### src/common/frame_sync_pkg.sv
// constants, register map and types for the frame sync pulse generator
package frame_sync_pkg;

  // ******************************
  // register map
  // ******************************
  localparam logic [7:0] FRAME_PULSE_CONTROL_ADDR    = 8'h18;
  localparam logic [7:0] PULSE_HIGH_COUNT_UPPER_ADDR = 8'h19;
  localparam logic [7:0] PULSE_HIGH_COUNT_LOWER_ADDR = 8'h1a;
  localparam logic [7:0] PULSE_LOW_COUNT_UPPER_ADDR  = 8'h1b;
  localparam logic [7:0] PULSE_LOW_COUNT_LOWER_ADDR  = 8'h1c;
  localparam logic [7:0] CTL_RESET   = 8'h00;
  localparam logic [7:0] COUNT_RESET = 8'h00;

  // ******************************
  // control fields
  // ******************************
  localparam int unsigned GEN_ENABLE_BIT  = 0;
  localparam int unsigned DUTY_STYLE_BIT  = 1;
  localparam int unsigned INIT_LEVEL_BIT  = 2;
  localparam int unsigned SOURCE_LSB      = 4;
  localparam int unsigned SOURCE_MSB      = 7;
  localparam logic [3:0]  SOURCE_EXT_MIN  = 4'h8;
  localparam logic [3:0]  SOURCE_PORT_MAX = 4'h3;

  // ******************************
  // back channel timing
  // ******************************
  localparam logic [2:0]  RATE_50M_CODE = 3'h6;
  localparam int unsigned CLK_PERIOD_NS = 25;
  localparam int unsigned FRAME_BITS    = 30;
  localparam int unsigned BIT_2M5_NS    = 400;
  localparam int unsigned BIT_50M_NS    = 20;
  localparam int unsigned TICK_2M5_CYC  = (FRAME_BITS * BIT_2M5_NS + CLK_PERIOD_NS - 1) / CLK_PERIOD_NS;
  localparam int unsigned TICK_50M_CYC  = (FRAME_BITS * BIT_50M_NS + CLK_PERIOD_NS - 1) / CLK_PERIOD_NS;
  localparam int unsigned PRE_W         = 10;
  localparam int unsigned NUM_PORTS     = 4;
  localparam int unsigned NUM_PINS      = 8;

  typedef enum logic [1:0] {
    GEN_IDLE = 2'b01,
    GEN_RUN  = 2'b10
  } gen_state_e;

endpackage

### src/logic/frame_sync_generator.sv
// frame sync pulse source: external pin pass-through or internal generator
// ******************************
// Summary of operation
// - external mode passes selected pin when generator off
// - back channel gets pulse only when routed
// - all back channels launched on same edge
// - tick equals thirty back channel bit times
// - generator repeats continuously until disabled
// - generator runs only while enable bit set
// - bits 7:4 pick timing port, 0 port0
// - bit1 zero separate counts, else 50/50
// - 16-bit high/low counts over byte registers
// - bit2 sets level at generation start
// - rate code 110b selects 50 Mbps tick
// ******************************
`timescale 1ns/1ps
`default_nettype none

module frame_sync_generator (
  // clock and reset
  input  wire logic                                      mclk_i,
  input  wire logic                                      rstn_i,
  // register port
  input  wire logic [7:0]                                reg_addr_i,
  input  wire logic [7:0]                                reg_wdata_i,
  input  wire logic                                      reg_wr_i,
  input  wire logic                                      reg_rd_i,
  output logic      [7:0]                                reg_rdata_o,
  // per-port back channel settings
  input  wire logic [3*frame_sync_pkg::NUM_PORTS-1:0]    backchannel_rate_select_i,
  input  wire logic [frame_sync_pkg::NUM_PORTS-1:0]      backchannel_pin_route_i,
  // pins
  input  wire logic [frame_sync_pkg::NUM_PINS-1:0]       gpio_pin_i,
  // pulse outputs
  output logic                                           camera_sync_pulse_o,
  output logic      [frame_sync_pkg::NUM_PORTS-1:0]      backchannel_pin_signal_o
);
  import frame_sync_pkg::*;

  // ******************************
  // state
  // ******************************
  typedef struct packed {
    logic [7:0]           ctl_ff;
    logic [15:0]          high_ff;
    logic [15:0]          low_ff;
    gen_state_e           state_ff;
    logic [PRE_W-1:0]     pre_ff;
    logic [15:0]          ivl_ff;
    logic                 level_ff;
    logic [NUM_PINS-1:0]  meta_ff;
    logic [NUM_PINS-1:0]  pin_ff;
    logic                 pulse_ff;
    logic [NUM_PORTS-1:0] bc_ff;
    logic [7:0]           rdata_ff;
  } state_s;

  state_s s;
  state_s nxt_s;

  // a zero count still holds for one tick
  function automatic logic [15:0] count_m1(input logic [15:0] c);
    count_m1 = (c == 16'h0000) ? 16'h0000 : c - 16'h0001;
  endfunction

  function automatic logic [PRE_W-1:0] tick_m1(input logic [2:0] rate);
    tick_m1 = (rate == RATE_50M_CODE) ? PRE_W'(TICK_50M_CYC - 1) : PRE_W'(TICK_2M5_CYC - 1);
  endfunction

  logic [3:0]       src;
  logic [2:0]       rate;
  logic [PRE_W-1:0] tick_len;
  logic             tick;
  logic             ext_mode;
  logic             pulse_src;

  // ******************************
  // next state
  // ******************************
  always_comb begin
    nxt_s = s;
    src   = s.ctl_ff[SOURCE_MSB:SOURCE_LSB];
    // source field picks the timing port; undefined codes fall back to port 0
    rate  = (src <= SOURCE_PORT_MAX) ? backchannel_rate_select_i[3*src[1:0] +: 3] : backchannel_rate_select_i[2:0];
    // tick spans one back channel frame
    tick_len = tick_m1(rate);
    tick     = (s.state_ff == GEN_RUN) && (s.pre_ff == '0);
    ext_mode = src[3] && !s.ctl_ff[GEN_ENABLE_BIT];

    // pin synchroniser
    nxt_s.meta_ff = gpio_pin_i;
    nxt_s.pin_ff  = s.meta_ff;

    if (reg_wr_i) begin
      case (reg_addr_i)
        FRAME_PULSE_CONTROL_ADDR:    nxt_s.ctl_ff        = reg_wdata_i;
        PULSE_HIGH_COUNT_UPPER_ADDR: nxt_s.high_ff[15:8] = reg_wdata_i;
        PULSE_HIGH_COUNT_LOWER_ADDR: nxt_s.high_ff[7:0]  = reg_wdata_i;
        PULSE_LOW_COUNT_UPPER_ADDR:  nxt_s.low_ff[15:8]  = reg_wdata_i;
        PULSE_LOW_COUNT_LOWER_ADDR:  nxt_s.low_ff[7:0]   = reg_wdata_i;
        default: ;
      endcase
    end
    if (reg_rd_i) begin
      case (reg_addr_i)
        FRAME_PULSE_CONTROL_ADDR:    nxt_s.rdata_ff = s.ctl_ff;
        PULSE_HIGH_COUNT_UPPER_ADDR: nxt_s.rdata_ff = s.high_ff[15:8];
        PULSE_HIGH_COUNT_LOWER_ADDR: nxt_s.rdata_ff = s.high_ff[7:0];
        PULSE_LOW_COUNT_UPPER_ADDR:  nxt_s.rdata_ff = s.low_ff[15:8];
        PULSE_LOW_COUNT_LOWER_ADDR:  nxt_s.rdata_ff = s.low_ff[7:0];
        default:                     nxt_s.rdata_ff = 8'h00;
      endcase
    end

    case (s.state_ff)
      GEN_IDLE: begin
        // start only on enable; initial level from bit 2
        if (s.ctl_ff[GEN_ENABLE_BIT]) begin
          nxt_s.state_ff = GEN_RUN;
          nxt_s.level_ff = s.ctl_ff[INIT_LEVEL_BIT];
          nxt_s.pre_ff   = tick_len;
          nxt_s.ivl_ff   = (s.ctl_ff[INIT_LEVEL_BIT] || s.ctl_ff[DUTY_STYLE_BIT]) ?
                           count_m1(s.high_ff) : count_m1(s.low_ff);
        end
      end
      GEN_RUN: begin
        // keeps running until the enable drops
        if (!s.ctl_ff[GEN_ENABLE_BIT]) begin
          nxt_s.state_ff = GEN_IDLE;
          nxt_s.level_ff = 1'b0;
        end else if (tick) begin
          nxt_s.pre_ff = tick_len;
          // toggle and reload with no gap
          if (s.ivl_ff == 16'h0000) begin
            nxt_s.level_ff = !s.level_ff;
            // 50/50 style reuses the high count for both halves
            nxt_s.ivl_ff   = (s.ctl_ff[DUTY_STYLE_BIT] || !s.level_ff) ?
                             count_m1(s.high_ff) : count_m1(s.low_ff);
          end else begin
            nxt_s.ivl_ff = s.ivl_ff - 16'h0001;
          end
        end else begin
          nxt_s.pre_ff = s.pre_ff - PRE_W'(1);
        end
      end
      default: nxt_s.state_ff = GEN_IDLE;
    endcase

    // external pin only while generator enable is clear
    if (s.state_ff == GEN_RUN) begin
      pulse_src = s.level_ff;
    end else if (ext_mode) begin
      pulse_src = s.pin_ff[src[2:0]];
    end else begin
      pulse_src = 1'b0;
    end
    nxt_s.pulse_ff = pulse_src;
    // per-port routing; one register launches every port together
    nxt_s.bc_ff = {NUM_PORTS{pulse_src}} & backchannel_pin_route_i;
  end

  always_ff @(posedge mclk_i or negedge rstn_i) begin
    if (!rstn_i) begin
      s <= '{ctl_ff: CTL_RESET, high_ff: {COUNT_RESET, COUNT_RESET}, low_ff: {COUNT_RESET, COUNT_RESET},
             state_ff: GEN_IDLE, pre_ff: '0, ivl_ff: 16'h0000, level_ff: 1'b0, meta_ff: '0,
             pin_ff: '0, pulse_ff: 1'b0, bc_ff: '0, rdata_ff: 8'h00};
    end else begin
      s <= nxt_s;
    end
  end

  assign reg_rdata_o              = s.rdata_ff;
  assign camera_sync_pulse_o      = s.pulse_ff;
  assign backchannel_pin_signal_o = s.bc_ff;
endmodule

`default_nettype wire

### config.mk
export PLATFORM = sky130hd
export DESIGN_NAME = frame_sync_generator
export DESIGN_NICKNAME = d
export VERILOG_FILES = /design/src/common/frame_sync_pkg.sv /design/src/logic/frame_sync_generator.sv
export SDC_FILE = /design/constraint.sdc
export NUM_CORES = 1
export LEC_CHECK = 0
export ABC_AREA = 1
export ABC_CLOCK_PERIOD_IN_PS = 4970
export BUFFER_PORTS_ARGS = -buffer_cell sky130_fd_sc_hd__buf_2
export CAP_MARGIN = 20
export CORE_MARGIN = 10
export CORE_UTILIZATION = 60
export DETAILED_ROUTE_END_ITERATION = 8
export PLACE_DENSITY = 0.8
export SETUP_SLACK_MARGIN = 0.1
export SYNTH_ARGS = -nofsm -noshare
export SYNTH_HDL_FRONTEND = slang
export SYNTH_SLANG_ARGS = --single-unit
export TNS_END_PERCENT = 30
### constraint.sdc
create_clock -name mclk_i -period 4.97 [get_ports mclk_i]
set_input_delay 0.497 -clock mclk_i [delete_from_list [all_inputs] [get_ports mclk_i]]
set_output_delay 0.497 -clock mclk_i [all_outputs]
set_load 0.01 [all_outputs]
# [After elaboration in Yosys (flattened, before gate mapping)]
# Cells that the tools add are included.
# Widths: inputs -> output; s select.
[totals] ff_bits=98 input_bits=44 word_cells=78
[classes] n_addsub=4 multipliers=1 order_cmp=2 n_eq_ne=14 shift=1 n_mux=21 bitwise_logic=1 reduce_logical=20
[op_table] operator="$mux 16" count=5
[op_table] operator="$pmux 27 s2" count=1
[op_table] operator="$logic_not 16->1" count=3
[op_table] operator="$sub 16x1->16 const B" count=3
[op_table] operator="$eq 8x5->1 const B" count=5
[op_table] operator="$pmux 8 s5" count=1
[op_table] operator="$mux 29" count=1
[op_table] operator="$mux 26" count=1
[op_table] operator="$mux 17" count=1
[op_table] operator="$reduce_and 2->1" count=6
[op_table] operator="$shiftx 12x5->3" count=1
[op_table] operator="$logic_not 10->1" count=1
[op_table] operator="$mux 10" count=1
[op_table] operator="$sub 10x1->10 const B" count=1
[op_table] operator="$mux 9" count=1
[op_table] operator="$ne 2x2->1 const B" count=4
[op_table] operator="$reduce_and 4->1" count=2
[op_table] operator="$ne 3x3->1 const B" count=2
[op_table] operator="$mux 1" count=5
[op_table] operator="$and 4x4->4" count=1
[op_table] operator="$le 4x2->1 const B" count=1
[op_table] operator="$lt 3x4->1 const B" count=1
[op_table] operator="$mul 2x2->4 const A" count=1
[op_table] operator="$pmux 2 s2" count=1
[op_table] operator="other kinds (11)" count=14

# [Longest topological paths before layout]
# Gate-level depths: netlist (run 1).
[depth] word_depth=8 depth_mapped=13

# [Worst setup path before layout (run 1)]
# No wires, ideal clock.
[synth_timing] path_type="reg2reg" from="register s[30] in the netlist's numbering" to="register s[33] in the netlist's numbering" setup_time_ns=0.065 arrival_ns=1.624 slack_ns=3.281 stages_incl_launch_ff=14 n_path_buf=1 period_less_slack_ns=1.689 cell_sequence="dfrtp_1 inv_1 ha_1 nand2_1 nor2_2 nand2_2 nor2_4 nand2_4 nor2_4 buf_6 nand2_4 o21ai_2 nand3_1 nand2_1"
[synth_via] elab_chain_cells=5
[synth_rtl] item="start, declared" line="frame_sync_generator.sv:58" source="state_s s;"
[synth_rtl] item="start signal, assigned" line="frame_sync_generator.sv:164" source="s <= '{ctl_ff: CTL_RESET, high_ff: {COUNT_RESET, COUNT_RESET}, low_ff: {COUNT_RESET, COUNT_RESET},"
[synth_rtl] item="start signal, assigned" line="frame_sync_generator.sv:168" source="s <= nxt_s;"
[synth_rtl] item="$sub 16x1->16 or $logic_not 16->1 (tied branches)" line="frame_sync_generator.sv:140, frame_sync_generator.sv:134"
[synth_rtl] item="$mux 16 *" line="frame_sync_generator.sv:134" source="if (s.ivl_ff == 16'h0000) begin"
[synth_rtl] item="$mux 17 *" line="frame_sync_generator.sv:131" source="end else if (tick) begin"
[synth_rtl] item="$mux 26 *" line="frame_sync_generator.sv:128" source="if (!s.ctl_ff[GEN_ENABLE_BIT]) begin"
[synth_rtl] item="$pmux 27 s2 *" line="frame_sync_generator.sv:115" source="case (s.state_ff)"
# Mark *: on every way between the ends. The rest lies on a longest branch, timed or not. The select of a mux whose other input is x is not followed.
# A chain may end at the register's enable or synchronous reset.

# [Worst setup path in the final report (run 1)]
[layout_timing] from="register s[56] in the netlist's numbering" to="register s[52] in the netlist's numbering"
[layout_via] elab_chain_cells=5
[layout_rtl] item="$eq 2x2->1" line="frame_sync_generator.sv:87, frame_sync_generator.sv:115"
[layout_rtl] item="$logic_and 1x1->1" line="frame_sync_generator.sv:87" source="tick = (s.state_ff == GEN_RUN) && (s.pre_ff == '0);"
[layout_rtl] item="$mux 10" line="frame_sync_generator.sv:131"
[layout_rtl] item="$mux 26" line="frame_sync_generator.sv:128"
[layout_rtl] item="$pmux 27 s2" line="frame_sync_generator.sv:115"
# Several ways; a longest one is shown, not always the timed one. The select of a mux whose other input is x is not followed.

==> parameters.txt, run 1 <==
Parameter                              Value

Cells and area
  Fin cells    1091
  Fraction of layout instances using a drive strength above 1    11.1%
  Antenna diode instance count    0
  Number of filler cells placed in the layout    1017
  Most common cell after layout, fill and taps aside    nand2_1
  Sequential cell area    0.00245 mm^2
  Synth-to-layout area growth    6.91%
  Most used cells in the layout excluding fill and tap cells    256 x nand2_1, 109 x nor2_1, 105 x inv_1
  Final layout net count    1001
  Layout Cell Area excl Fill    0.00674 mm^2
  Combined area of the multi-input logic cells    0.00319 mm^2

Placed design
  Last weighted congestion value of the routability-driven placer    0.991
  Number of buffers inserted by port buffering    56
  DP Cell Count    1075
  Sum of net half-perimeters after detailed placement    12.9 mm
  Post-DP Area    0.00653 mm^2

Timing
  Fraction of the cycle the final worst path needs    62.7%
  Number of endpoints with negative hold slack in the final report    0
  Setup-failing EPs final    0
  Worst slew margin relative to its limit    36.7%
  Unrepaired setup endpoints after global routing    no
  Total count of max-transition violations in the final report    0
  Tmin final    3.12 ns
  Clock skew after layout    0.0139 ns
  Measured slew at the worst slew-check pin    0.946 ns
  Highest achievable clock rate    321 MHz
  Setup TNS    0 ns

CTS
  Clock Latency Late Sink    0.38 ns
  Setup Fix Bufs, Post-CTS    0
  Longest Clk Path Bufs    2
  Clock tree from TritonCTS    built
  Number of clock buffers inserted by TritonCTS    9
  Clock net sink count    98
  Clock slew at reported path FFs    0.10 ns
  Max H-tree Level    3
  Cts repair resizes    0
  # hold bufs at CTS    0
  Clock Root Buffer    clkbuf_8

Power
  Worst IR Drop VDD    0.233 mV
  PD cells    399 mW/mm^2
  P_leak    3.51 nW

Critical path
  Type of the setup path with the least slack    reg -> reg
  Most used cell along the critical path    inv_1
  Crit path buffers/inverters    2
  Arrival time of data at the critical path endpoint    3.35 ns
  Register-to-register setup slack    1.85 ns
  Largest fanout on the critical path    29
  Sort of element at the end of the critical path    flop
  Worst-path cell chain    inv_1 > nand2_1 > nor2_1 > nor2_2 > inv_1 > o21ai_1 > o21ai_0
  Required time of the critical path    5.21 ns
  Worst r2r dst    s[52]$_DFFE_PN0P_
  Delay of the slowest critical-path stage    0.68 ns
  Top delay family on crit path    simple AND/OR/NAND/NOR gates
  Worst-case reg-to-reg path depth    7
  Launching point of the worst reg2reg path    s[56]$_DFFE_PN1P_
  Max stage delay cell, worst path    nand2_1
  CP startpoint kind    flop

Routing
  Vias per Instance    5.48
  First-pass detailed-route iteration total    6
  Vias    5981
  Count of unresolved DRC violations after routing    0
  Violation count after the first detailed-routing iteration    650
  Post-DRT Antenna Nets    0
  WL/cell    15.3 um
  Final routed wirelength across all metal layers    16.7 mm

Logic synthesis
  Cell count after synthesis    920
  Number of enable flip-flop cells after synthesis    0
  Number of storage elements in the synthesis netlist    98
  Top cells by area in the synthesized netlist    dfrtp_1 38%, nand2_1 15%, nand3_1 7.5%
  Count of different cell masters after synthesis    34
  Synth Cell Area    0.00630 mm^2
  Net count of the mapped netlist    971
  Top flip-flop cell by instance count after synthesis    dfrtp_1
  Sequential area share after synthesis    38.9%
  Library cell with the largest summed area after synthesis    dfrtp_1
  Share of the synthesized area in the top cell type    38.5%
  Synth async-reset ratio    100%
  Warning count from the yosys run    0
  Average instance area after synthesis    6.85 um^2

Hold path
  Kind of path behind the tightest hold check    in -> async

Floorplan
  Starting Density    61.3%
  Top-level port count    57
  Width of the die    123 um
  Die boundary height    123 um
  FP Rows    37
  Area of the placeable core    0.0103 mm^2
  Die area    0.0150 mm^2

Global route
  Combined global-route utilization of all metal layers    23.2%
  Largest net degree at the start of global routing    57
  Antenna violations before repair    0
  Global-route wire length before repair    27.9 mm
  Congestion Overflow GR    0
  Number of global-route vias before repair    5630

Run
  Reported max-cap violation count    0

Run status
  Status    completed
[routing by layer]
layer,up-vias,global-route usage [%],routed length [um]
met5,-,0,0
met4,0,6.85,272
met3,26,4.68,1290
met2,225,35.9,7690
met1,2724,32.1,7450
li1,3006,-,-
[where the power goes]
part,switching [mW],internal (mW)
registers,0.119,0.915
clock network,0.291,0.252
logic,0.737,0.372
[kinds of logic after synthesis]
| group | synth area share (%) |
|---|---|
| compound gates | 10.8 |
| xor+xnor | 2.78 |
| fa+ha+maj | 1.39 |
| buf+inv | 10.5 |
| flops | 38.9 |
| simple gates | 35.6 |
[worst reg2reg max path: stages (launching register included)]
cell	delay, ns
dfstp_2	0.55
inv_1	0.04
nand2_1	0.68
nor2_1	0.24
nor2_2	0.67
inv_1	0.52
o21ai_1	0.19
o21ai_0	0.09
[through the flow]
| stage | setup slack [ns] | power [mW] | hold WS, ns | util (%) |
|---|---|---|---|---|
| CTS | 1.88 | 2.68 | 0.101 | 65.6 |
| detailed placement | 1.89 | 2.14 | 0.336 | 63.5 |
| global placement | 2.00 | 2.12 | 0.332 | 63.5 |
| global route | 1.56 | 2.91 | 0.128 | 65.6 |
| finish | 1.85 | 2.69 | 0.0955 | 65.6 |
| floorplan | 3.28 | 1.89 | 0.201 | - |
[state kept, by name, summed over array words and instances (netlist names)]
signal / flops
reg_rdata_o: 8
backchannel_pin_signal_o: 4
camera_sync_pulse_o: 1
s: 77
nxt_s: 8
[layout make-up]
| class | instances | area share, % |
|---|---|---|
| clock buffer | 10 | 2.04 |
| clock inverter | 6 | 1.10 |
| inverter | 113 | 6.29 |
| multi-input combinational | 671 | 47.3 |
| sequential | 98 | 36.4 |
| tap | 136 | 2.52 |
| timing repair buffer | 57 | 4.31 |
[synth_stat cells, drive strengths merged, types with 3 or more instances]
cell	number
nand2	262
nor2	124
inv	112
dfrtp	97
nand3	96
o21ai	88
buf	30
nand4	19
a21oi	18
xor2	18
nor3	13
clkbuf	8
o22ai	8
ha	7
o2111ai	5
o211ai	4
nand3b	3
[worst max path at each step]
stage	from	end	slack (ns)	cells after the start
global route	s[56]$_DFFE_PN1P_	s[52]$_DFFE_PN0P_	1.56	7
finish	s[56]$_DFFE_PN1P_	s[52]$_DFFE_PN0P_	1.85	7
detailed placement	s[56]$_DFFE_PN1P_	s[52]$_DFFE_PN0P_	1.89	7
floorplan	s[30]$_DFFE_PN0P_	s[33]$_DFFE_PN0P_	3.28	13
CTS	s[56]$_DFFE_PN1P_	s[52]$_DFFE_PN0P_	1.88	7
global placement	s[56]$_DFFE_PN1P_	s[52]$_DFFE_PN0P_	2.00	7
(Power assumes the default switching activity.)
==> inputs of run 2 (changes only) <==
Settings changed: ABC_AREA 1 to 0, ABC_CLOCK_PERIOD_IN_PS 4970 to 2600, CORE_UTILIZATION 60 to 54, PLACE_DENSITY 0.8 to 0.77.
Clock period 4.97 ns to 2.6 ns, I/O delays scaled along.
==> parameters.txt, run 2 <==
Parameter                              Value

Run status
  Status    completed (unchanged)

Floorplan
  Top-level port count    57 (unchanged)
  Width of the die    123 um (about the same)
  Area of the placeable core    0.0103 mm^2 (unchanged)
  Die area    0.0150 mm^2 (about the same)
  Die boundary height    123 um (about the same)
  FP Rows    37 (unchanged)
  Starting Density    55.4% (was 61.3%)

Timing
  Worst slew margin relative to its limit    41.6% (was 36.7%)
  Number of endpoints with negative hold slack in the final report    0 (unchanged)
  Setup-failing EPs final    0 (unchanged)
  Tmin final    2.42 ns (was 3.12 ns)
  Unrepaired setup endpoints after global routing    yes (was no)
  Fraction of the cycle the final worst path needs    93.2% (was 62.7%)
  Crit path setup slack, layout    0.177 ns (was 1.85 ns)
  Clock skew after layout    0.0137 ns (was 0.0139 ns)
  Total count of max-transition violations in the final report    0 (unchanged)
  Measured slew at the worst slew-check pin    0.873 ns (was 0.946 ns)
  Highest achievable clock rate    413 MHz (was 321 MHz)

Critical path
  Sort of element at the end of the critical path    flop (unchanged)
  Required time of the critical path    2.87 ns (was 5.21 ns)
  Delay of the slowest critical-path stage    0.62 ns (was 0.68 ns)
  Launching point of the worst reg2reg path    s[46]$_DFFE_PN0P_ (was s[56]$_DFFE_PN1P_)
  Launching instance or port of the critical path    s[46]$_DFFE_PN0P_ (was s[56]$_DFFE_PN1P_)
  Worst path depth    7 (unchanged)
  CP startpoint kind    flop (unchanged)
  Arrival time of data at the critical path endpoint    2.69 ns (was 3.35 ns)
  Max stage delay cell, worst path    or4_4 (was nand2_1)
  Crit path buffers/inverters    1 (was 2)
  Top delay family on crit path    simple AND/OR/NAND/NOR gates (unchanged)
  Worst-case reg-to-reg path depth    7 (unchanged)
  Largest fanout on the critical path    5 (was 29)
  Worst-path cell chain    inv_2 > ha_1 > or4b_4 > or4_4 > or3_1 > o22ai_1 > nor3_1 (was inv_1 > nand2_1 > nor2_1 > nor2_2 > inv_1 > o21ai_1 > o21ai_0)
  Type of the setup path with the least slack    reg -> reg (unchanged)

Placed design
  Sum of net half-perimeters after detailed placement    11.5 mm (was 12.9 mm)
  DP Cell Count    746 (was 1075)
  Number of buffers inserted by port buffering    56 (unchanged)
  Last weighted congestion value of the routability-driven placer    1.00 (was 0.991)
  Dpl ws    -0.0247 ns (was 1.89 ns)

Cells and area
  Antenna diode instance count    0 (unchanged)
  Combined area of the multi-input logic cells    0.00302 mm^2 (was 0.00319 mm^2)
  Final layout net count    690 (was 1001)
  Synth-to-layout area growth    14.4% (was 6.91%)
  Most used cells in the layout excluding fill and tap cells    96 x dfrtp_1, 55 x buf_2, 47 x nor2_1 (was 256 x nand2_1, 109 x nor2_1, 105 x inv_1)
  Number of filler cells placed in the layout    832 (was 1017)
  Fin cells    780 (was 1091)
  Largest register FFs    77 (unchanged)
  Reg with most FFs    s (unchanged)
  Sequential cell area    0.00245 mm^2 (about the same)
  Fraction of layout instances using a drive strength above 1    27.8% (was 11.1%)
  Most common cell after layout, fill and taps aside    dfrtp_1 (was nand2_1)

Power
  Worst IR Drop VDD    0.442 mV (was 0.233 mV)
  P_leak    2.93 nW (was 3.51 nW)
  PD cells    695 mW/mm^2 (was 399 mW/mm^2)

Global route
  Global-route wire length before repair    25.3 mm (was 27.9 mm)
  Largest net degree at the start of global routing    55 (was 57)
  Combined global-route utilization of all metal layers    21.0% (was 23.2%)
  Number of global-route vias before repair    4914 (was 5630)
  Congestion Overflow GR    0 (unchanged)
  Antenna violations before repair    0 (unchanged)

CTS
  Number of clock buffers inserted by TritonCTS    9 (unchanged)
  Clock tree from TritonCTS    built (unchanged)
  Longest Clk Path Bufs    2 (unchanged)
  Clock Latency Late Sink    0.38 ns (about the same)
  Clock Root Buffer    clkbuf_8 (unchanged)
  Max H-tree Level    3 (unchanged)
  Clock slew at reported path FFs    0.11 ns (was 0.10 ns)
  Clock net sink count    98 (unchanged)

Run
  Reported max-cap violation count    0 (unchanged)

Logic synthesis
  Cell count after synthesis    568 (was 920)
  Warning count from the yosys run    0 (unchanged)
  Number of enable flip-flop cells after synthesis    0 (unchanged)
  Count of different cell masters after synthesis    65 (was 34)
  Top cells by area in the synthesized netlist    dfrtp_1 43%, mux2_2 9.1%, nor3_1 3.5% (was dfrtp_1 38%, nand2_1 15%, nand3_1 7.5%)
  Synth async-reset ratio    100% (unchanged)
  Number of storage elements in the synthesis netlist    98 (unchanged)
  Most used standard cells in the synthesized netlist    97 x dfrtp_1, 47 x nor2_1, 46 x mux2_2 (was 256 x nand2_1, 109 x nor2_1, 105 x inv_1)
  Synth Cell Area    0.00569 mm^2 (was 0.00630 mm^2)
  Most frequent cell after synthesis    dfrtp_1 (was nand2_1)
  Top flip-flop cell by instance count after synthesis    dfrtp_1 (unchanged)
  Library cell with the largest summed area after synthesis    dfrtp_1 (unchanged)
  Share of the synthesized area in the top cell type    42.6% (was 38.5%)
  Net count of the mapped netlist    619 (was 971)
  Average instance area after synthesis    10.0 um^2 (was 6.85 um^2)
  Sequential area share after synthesis    43.1% (was 38.9%)

Hold path
  Start point of the worst min-delay path    backchannel_pin_route_i[0]
  Cells on Worst Hold Path    2
  Kind of path behind the tightest hold check    in -> reg (was in -> async)

Routing
  First-pass detailed-route iteration total    5 (was 6)
  Final routed wirelength across all metal layers    15.6 mm (was 16.7 mm)
  WL/cell    20.0 um (was 15.3 um)
  Count of unresolved DRC violations after routing    0 (unchanged)
  Violation count after the first detailed-routing iteration    456 (was 650)
  Vias per Instance    6.27 (was 5.48)
  Post-DRT Antenna Nets    0 (unchanged)
  Vias    4893 (was 5981)
run 2: changes by cell type after synthesis, sizes merged, moves of 46 or more:
cell,previous run,this run
inv,112,11
mux2,0,46
nand3,96,16
nor2,124,47
nand2,262,36
o21ai,88,27
run 2: stage by stage:
step	area, um^2	power (mW)	setup TNS, ns	util [%]	hold WS (ns)
floorplan	5690	2.99	0	-	-0.0356
global placement	6130	3.38	0	59.7	0.329
CTS	6440	4.44	0	62.7	0.0726
finish	6510	4.53	0	63.4	0.0822
detailed placement	6130	3.44	-0.0247	59.7	0.335
global route	6510	4.78	-0.191	63.4	0.0735
run 2: repair_timing:
action | CTS | global route
setup endpoints to repair | 6 | 11
resized for setup | 0 | 13
setup buffers | 4 | 5
endpoints found under the hold margin | 59 | 0
hold buffers | 9 | 0
pin swaps | 1 | 5
run 2: layout make-up:
type                    count  share of cell area, %
clock buffers              10                   2.11
clock inverters             6                  0.846
inverters                  11                  0.634
multi-input cells         422                   46.4
flip-flops and latches     98                   37.7
well taps                 136                   2.61
repair buffers             97                   9.67
run 2: kinds of logic (layout without fill, tap and decap cells):
family / count (synthesis) / count (layout) / synth area share, %
buf+inv: 48 / 124 / 4.22
compound gates: 121 / 121 / 14.1
xor+xnor: 31 / 31 / 4.77
fa+ha+maj: 7 / 7 / 1.54
mux: 53 / 53 / 11.4
flops: 98 / 98 / 43.1
simple gates: 210 / 210 / 20.9
run 2: worst paths after layout:
kind / endpoint / slack [ns]
min in group asynchronous: s[51]$_DFFE_PN0P_ / 0.47
min reg2reg: s[18]$_DFF_PN0_ / 0.36
max reg2reg: s[41]$_DFFE_PN0P_ / 0.18
min: backchannel_pin_signal_o[0]$_DFF_PN0_ / 0.08
max: s[41]$_DFFE_PN0P_ / 0.18
max in group asynchronous: s[31]$_DFFE_PN0P_ / 1.45
run 2: routing by layer:
layer  global-route usage, %  part of all wire (%)  vias to the layer above
met5                       0                     0                        -
met4                    10.2                   3.6                        0
met3                    4.59                   7.7                       49
met2                    34.3                    48                      267
met1                    25.9                    41                     2326
li1                        -                     -                     2251
run 2: where the power goes:
part | internal, mW | switching (mW) | total, mW
combinational | 0.626 | 0.823 | 1.45
clock | 0.396 | 0.592 | 0.988
sequential | 1.76 | 0.324 | 2.09
==> inputs of run 3 (changes only) <==
Settings changed: ABC_CLOCK_PERIOD_IN_PS 2600 to 2830, CORE_UTILIZATION 54 to 60, PLACE_DENSITY 0.77 to 0.81.
Clock period 2.6 ns to 2.83 ns, I/O delays scaled along.
==> parameters.txt, run 3 (same netlist as run 2, synthesis figures left out) <==
Parameter                              Value

Timing
  Clock skew after layout    0.0213 ns (was 0.0137 ns)
  Fraction of the cycle the final worst path needs    90.8% (was 93.2%)
  Unrepaired setup endpoints after global routing    no (was yes)
  Setup-failing EPs final    0 (unchanged)
  Number of endpoints with negative hold slack in the final report    0 (unchanged)
  Setup TNS    0 ns (unchanged)
  Worst hold slack after final layout    0.115 ns (was 0.0822 ns)
  Total count of max-transition violations in the final report    0 (unchanged)
  Highest achievable clock rate    389 MHz (was 413 MHz)
  Measured slew at the worst slew-check pin    0.827 ns (was 0.873 ns)
  Worst slew margin relative to its limit    44.7% (was 41.6%)
  Tmin final    2.57 ns (was 2.42 ns)

Critical path
  Max stage delay cell, worst path    or4b_2 (was or4_4)
  Arrival time of data at the critical path endpoint    2.86 ns (was 2.69 ns)
  Sort of element at the end of the critical path    flop (unchanged)
  Required time of the critical path    3.13 ns (was 2.87 ns)
  Largest fanout on the critical path    5 (unchanged)
  Delay of the slowest critical-path stage    0.59 ns (was 0.62 ns)
  Worst-path cell chain    inv_1 > ha_1 > nor4b_4 > nand4_1 > buf_4 > or4b_2 > o311ai_0 > a211oi_1 > nor3_1 (was inv_2 > ha_1 > or4b_4 > or4_4 > or3_1 > o22ai_1 > nor3_1)
  Type of the setup path with the least slack    reg -> reg (unchanged)
  CP startpoint kind    flop (unchanged)

Routing
  Vias per Instance    6.42 (was 6.27)
  First-pass detailed-route iteration total    7 (was 5)
  Count of unresolved DRC violations after routing    0 (unchanged)
  Post-DRT Antenna Nets    0 (unchanged)
  Final routed wirelength across all metal layers    16.1 mm (was 15.6 mm)
  Vias    4876 (was 4893)
  Violation count after the first detailed-routing iteration    473 (was 456)
  WL/cell    21.2 um (was 20.0 um)

Run status
  Status    completed (unchanged)

Power
  PD cells    645 mW/mm^2 (was 695 mW/mm^2)
  P_leak    2.87 nW (was 2.93 nW)
  Worst IR Drop VDD    0.407 mV (was 0.442 mV)
  Overall power    4.12 mW (was 4.53 mW)

Run
  Reported max-cap violation count    0 (unchanged)

Cells and area
  Final core utilization    69.2% (was 63.4%)
  Largest register FFs    77 (unchanged)
  Antenna diode instance count    0 (unchanged)
  Most common cell after layout, fill and taps aside    dfrtp_1 (unchanged)
  Fraction of layout instances using a drive strength above 1    25.4% (was 27.8%)
  Synth-to-layout area growth    12.3% (was 14.4%)
  Reg with most FFs    s (unchanged)
  Most used cells in the layout excluding fill and tap cells    97 x dfrtp_1, 55 x buf_2, 46 x nor2_1, 46 x mux2_2, 40 x nor3_1 (was 96 x dfrtp_1, 55 x buf_2, 47 x nor2_1)
  Final layout net count    677 (was 690)

Global route
  Combined global-route utilization of all metal layers    22.3% (was 21.0%)
  Largest net degree at the start of global routing    63 (was 55)
  Global-route wire length before repair    25.5 mm (was 25.3 mm)
  Antenna violations before repair    0 (unchanged)
  Congestion Overflow GR    0 (unchanged)
  Number of global-route vias before repair    4763 (was 4914)

Floorplan
  Area of the placeable core    0.00924 mm^2 (was 0.0103 mm^2)
  FP Rows    35 (was 37)
  Die area    0.0138 mm^2 (was 0.0150 mm^2)
  Die boundary height    117 um (was 123 um)
  Starting Density    61.6% (was 55.4%)
  Top-level port count    57 (unchanged)
  Width of the die    117 um (was 123 um)

Placed design
  Last weighted congestion value of the routability-driven placer    0.948 (was 1.00)
  Number of buffers inserted by port buffering    56 (unchanged)
  Sum of net half-perimeters after detailed placement    11.6 mm (was 11.5 mm)

CTS
  Max H-tree Level    3 (unchanged)
  Clock net sink count    98 (unchanged)
  Clock Root Buffer    clkbuf_8 (unchanged)
  Longest Clk Path Bufs    2 (unchanged)
  Clock Latency Late Sink    0.38 ns (about the same)
  Clock tree from TritonCTS    built (unchanged)
  Number of clock buffers inserted by TritonCTS    9 (unchanged)
  Clock slew at reported path FFs    0.11 ns (about the same)

Hold path
  Kind of path behind the tightest hold check    in -> reg (unchanged)
run 3: changes by cell type in the layout (fill, tap and decap cells not counted), sizes merged:
| cell | previous run | this run |
|---|---|---|
| buf | 88 | 75 |
| clkinv | 1 | 5 |
| inv | 15 | 13 |
| clkbuf | 10 | 9 |
| clkinvlp | 1 | 0 |
run 3: routing by layer:
metal  GRT usage (%)  routed length [um]  up-vias
met1            28.2                6630     2367
li1                -                   -     2240
met2            36.6                7900      219
met3            4.17                1050       50
met5               0                   0        -
met4            8.92                 528        0
run 3: critical path, delay by kind of cell, from the launching register on:
family                   cells  cell delay, ns
adder cells (fa/ha/maj)      1            0.21
AND/OR/NAND/NOR              4            1.34
flip-flops                   1            0.44
buffers and inverters        2            0.29
AO/OA/AOI/OAI                2            0.21
run 3: final timing paths:
kind,start,endpoint,slack (ns),cells past startpoint
min in group asynchronous,rstn_i,s[52]$_DFFE_PN0P_,0.40,2
worst min-delay path,backchannel_pin_route_i[0],backchannel_pin_signal_o[0]$_DFF_PN0_,0.11,2
max in group asynchronous,rstn_i,s[89]$_DFFE_PN0P_,1.73,3
worst max register to register,s[30]$_DFFE_PN0P_,s[44]$_DFFE_PN0P_,0.26,9
worst min register to register,nxt_s[20]$_DFF_PN0_,s[20]$_DFF_PN0_,0.34,0
worst max-delay path,s[30]$_DFFE_PN0P_,s[44]$_DFFE_PN0P_,0.26,9
run 3: through the flow:
stage / instances / setup slack, ns / instance area (um^2)
6_report: 760 / 0.261 / 6390
2_1_floorplan: 568 / 0.510 / 5690
3_3_place_gp: 731 / 0.360 / 6060
3_5_place_dp: 731 / 0.269 / 6060
5_1_grt: 760 / 0.0769 / 6390
4_1_cts: 750 / 0.239 / 6300
run 3: what timing repair did:
item | in CTS | in global routing
resized for setup | 0 | 1
hold endpoints to repair | 37 | 6
setup buffers | 0 | 4
hold buffers | 3 | 6
setup endpoints to repair | 0 | 9
run 3: power by group:
part / switching, mW / internal (mW)
sequential: 0.304 / 1.62
clock: 0.580 / 0.352
combinational: 0.721 / 0.543
run 3: final cells by class:
class,instances,area [um^2]
Inverter,11,41.3
Clock inverter,7,81.3
Sequential cell,98,2450
Multi-Input combinational cell,422,3000
Fill cell,699,2850
Clock buffer,9,124
Tap cell,129,161
Timing Repair Buffer,84,528
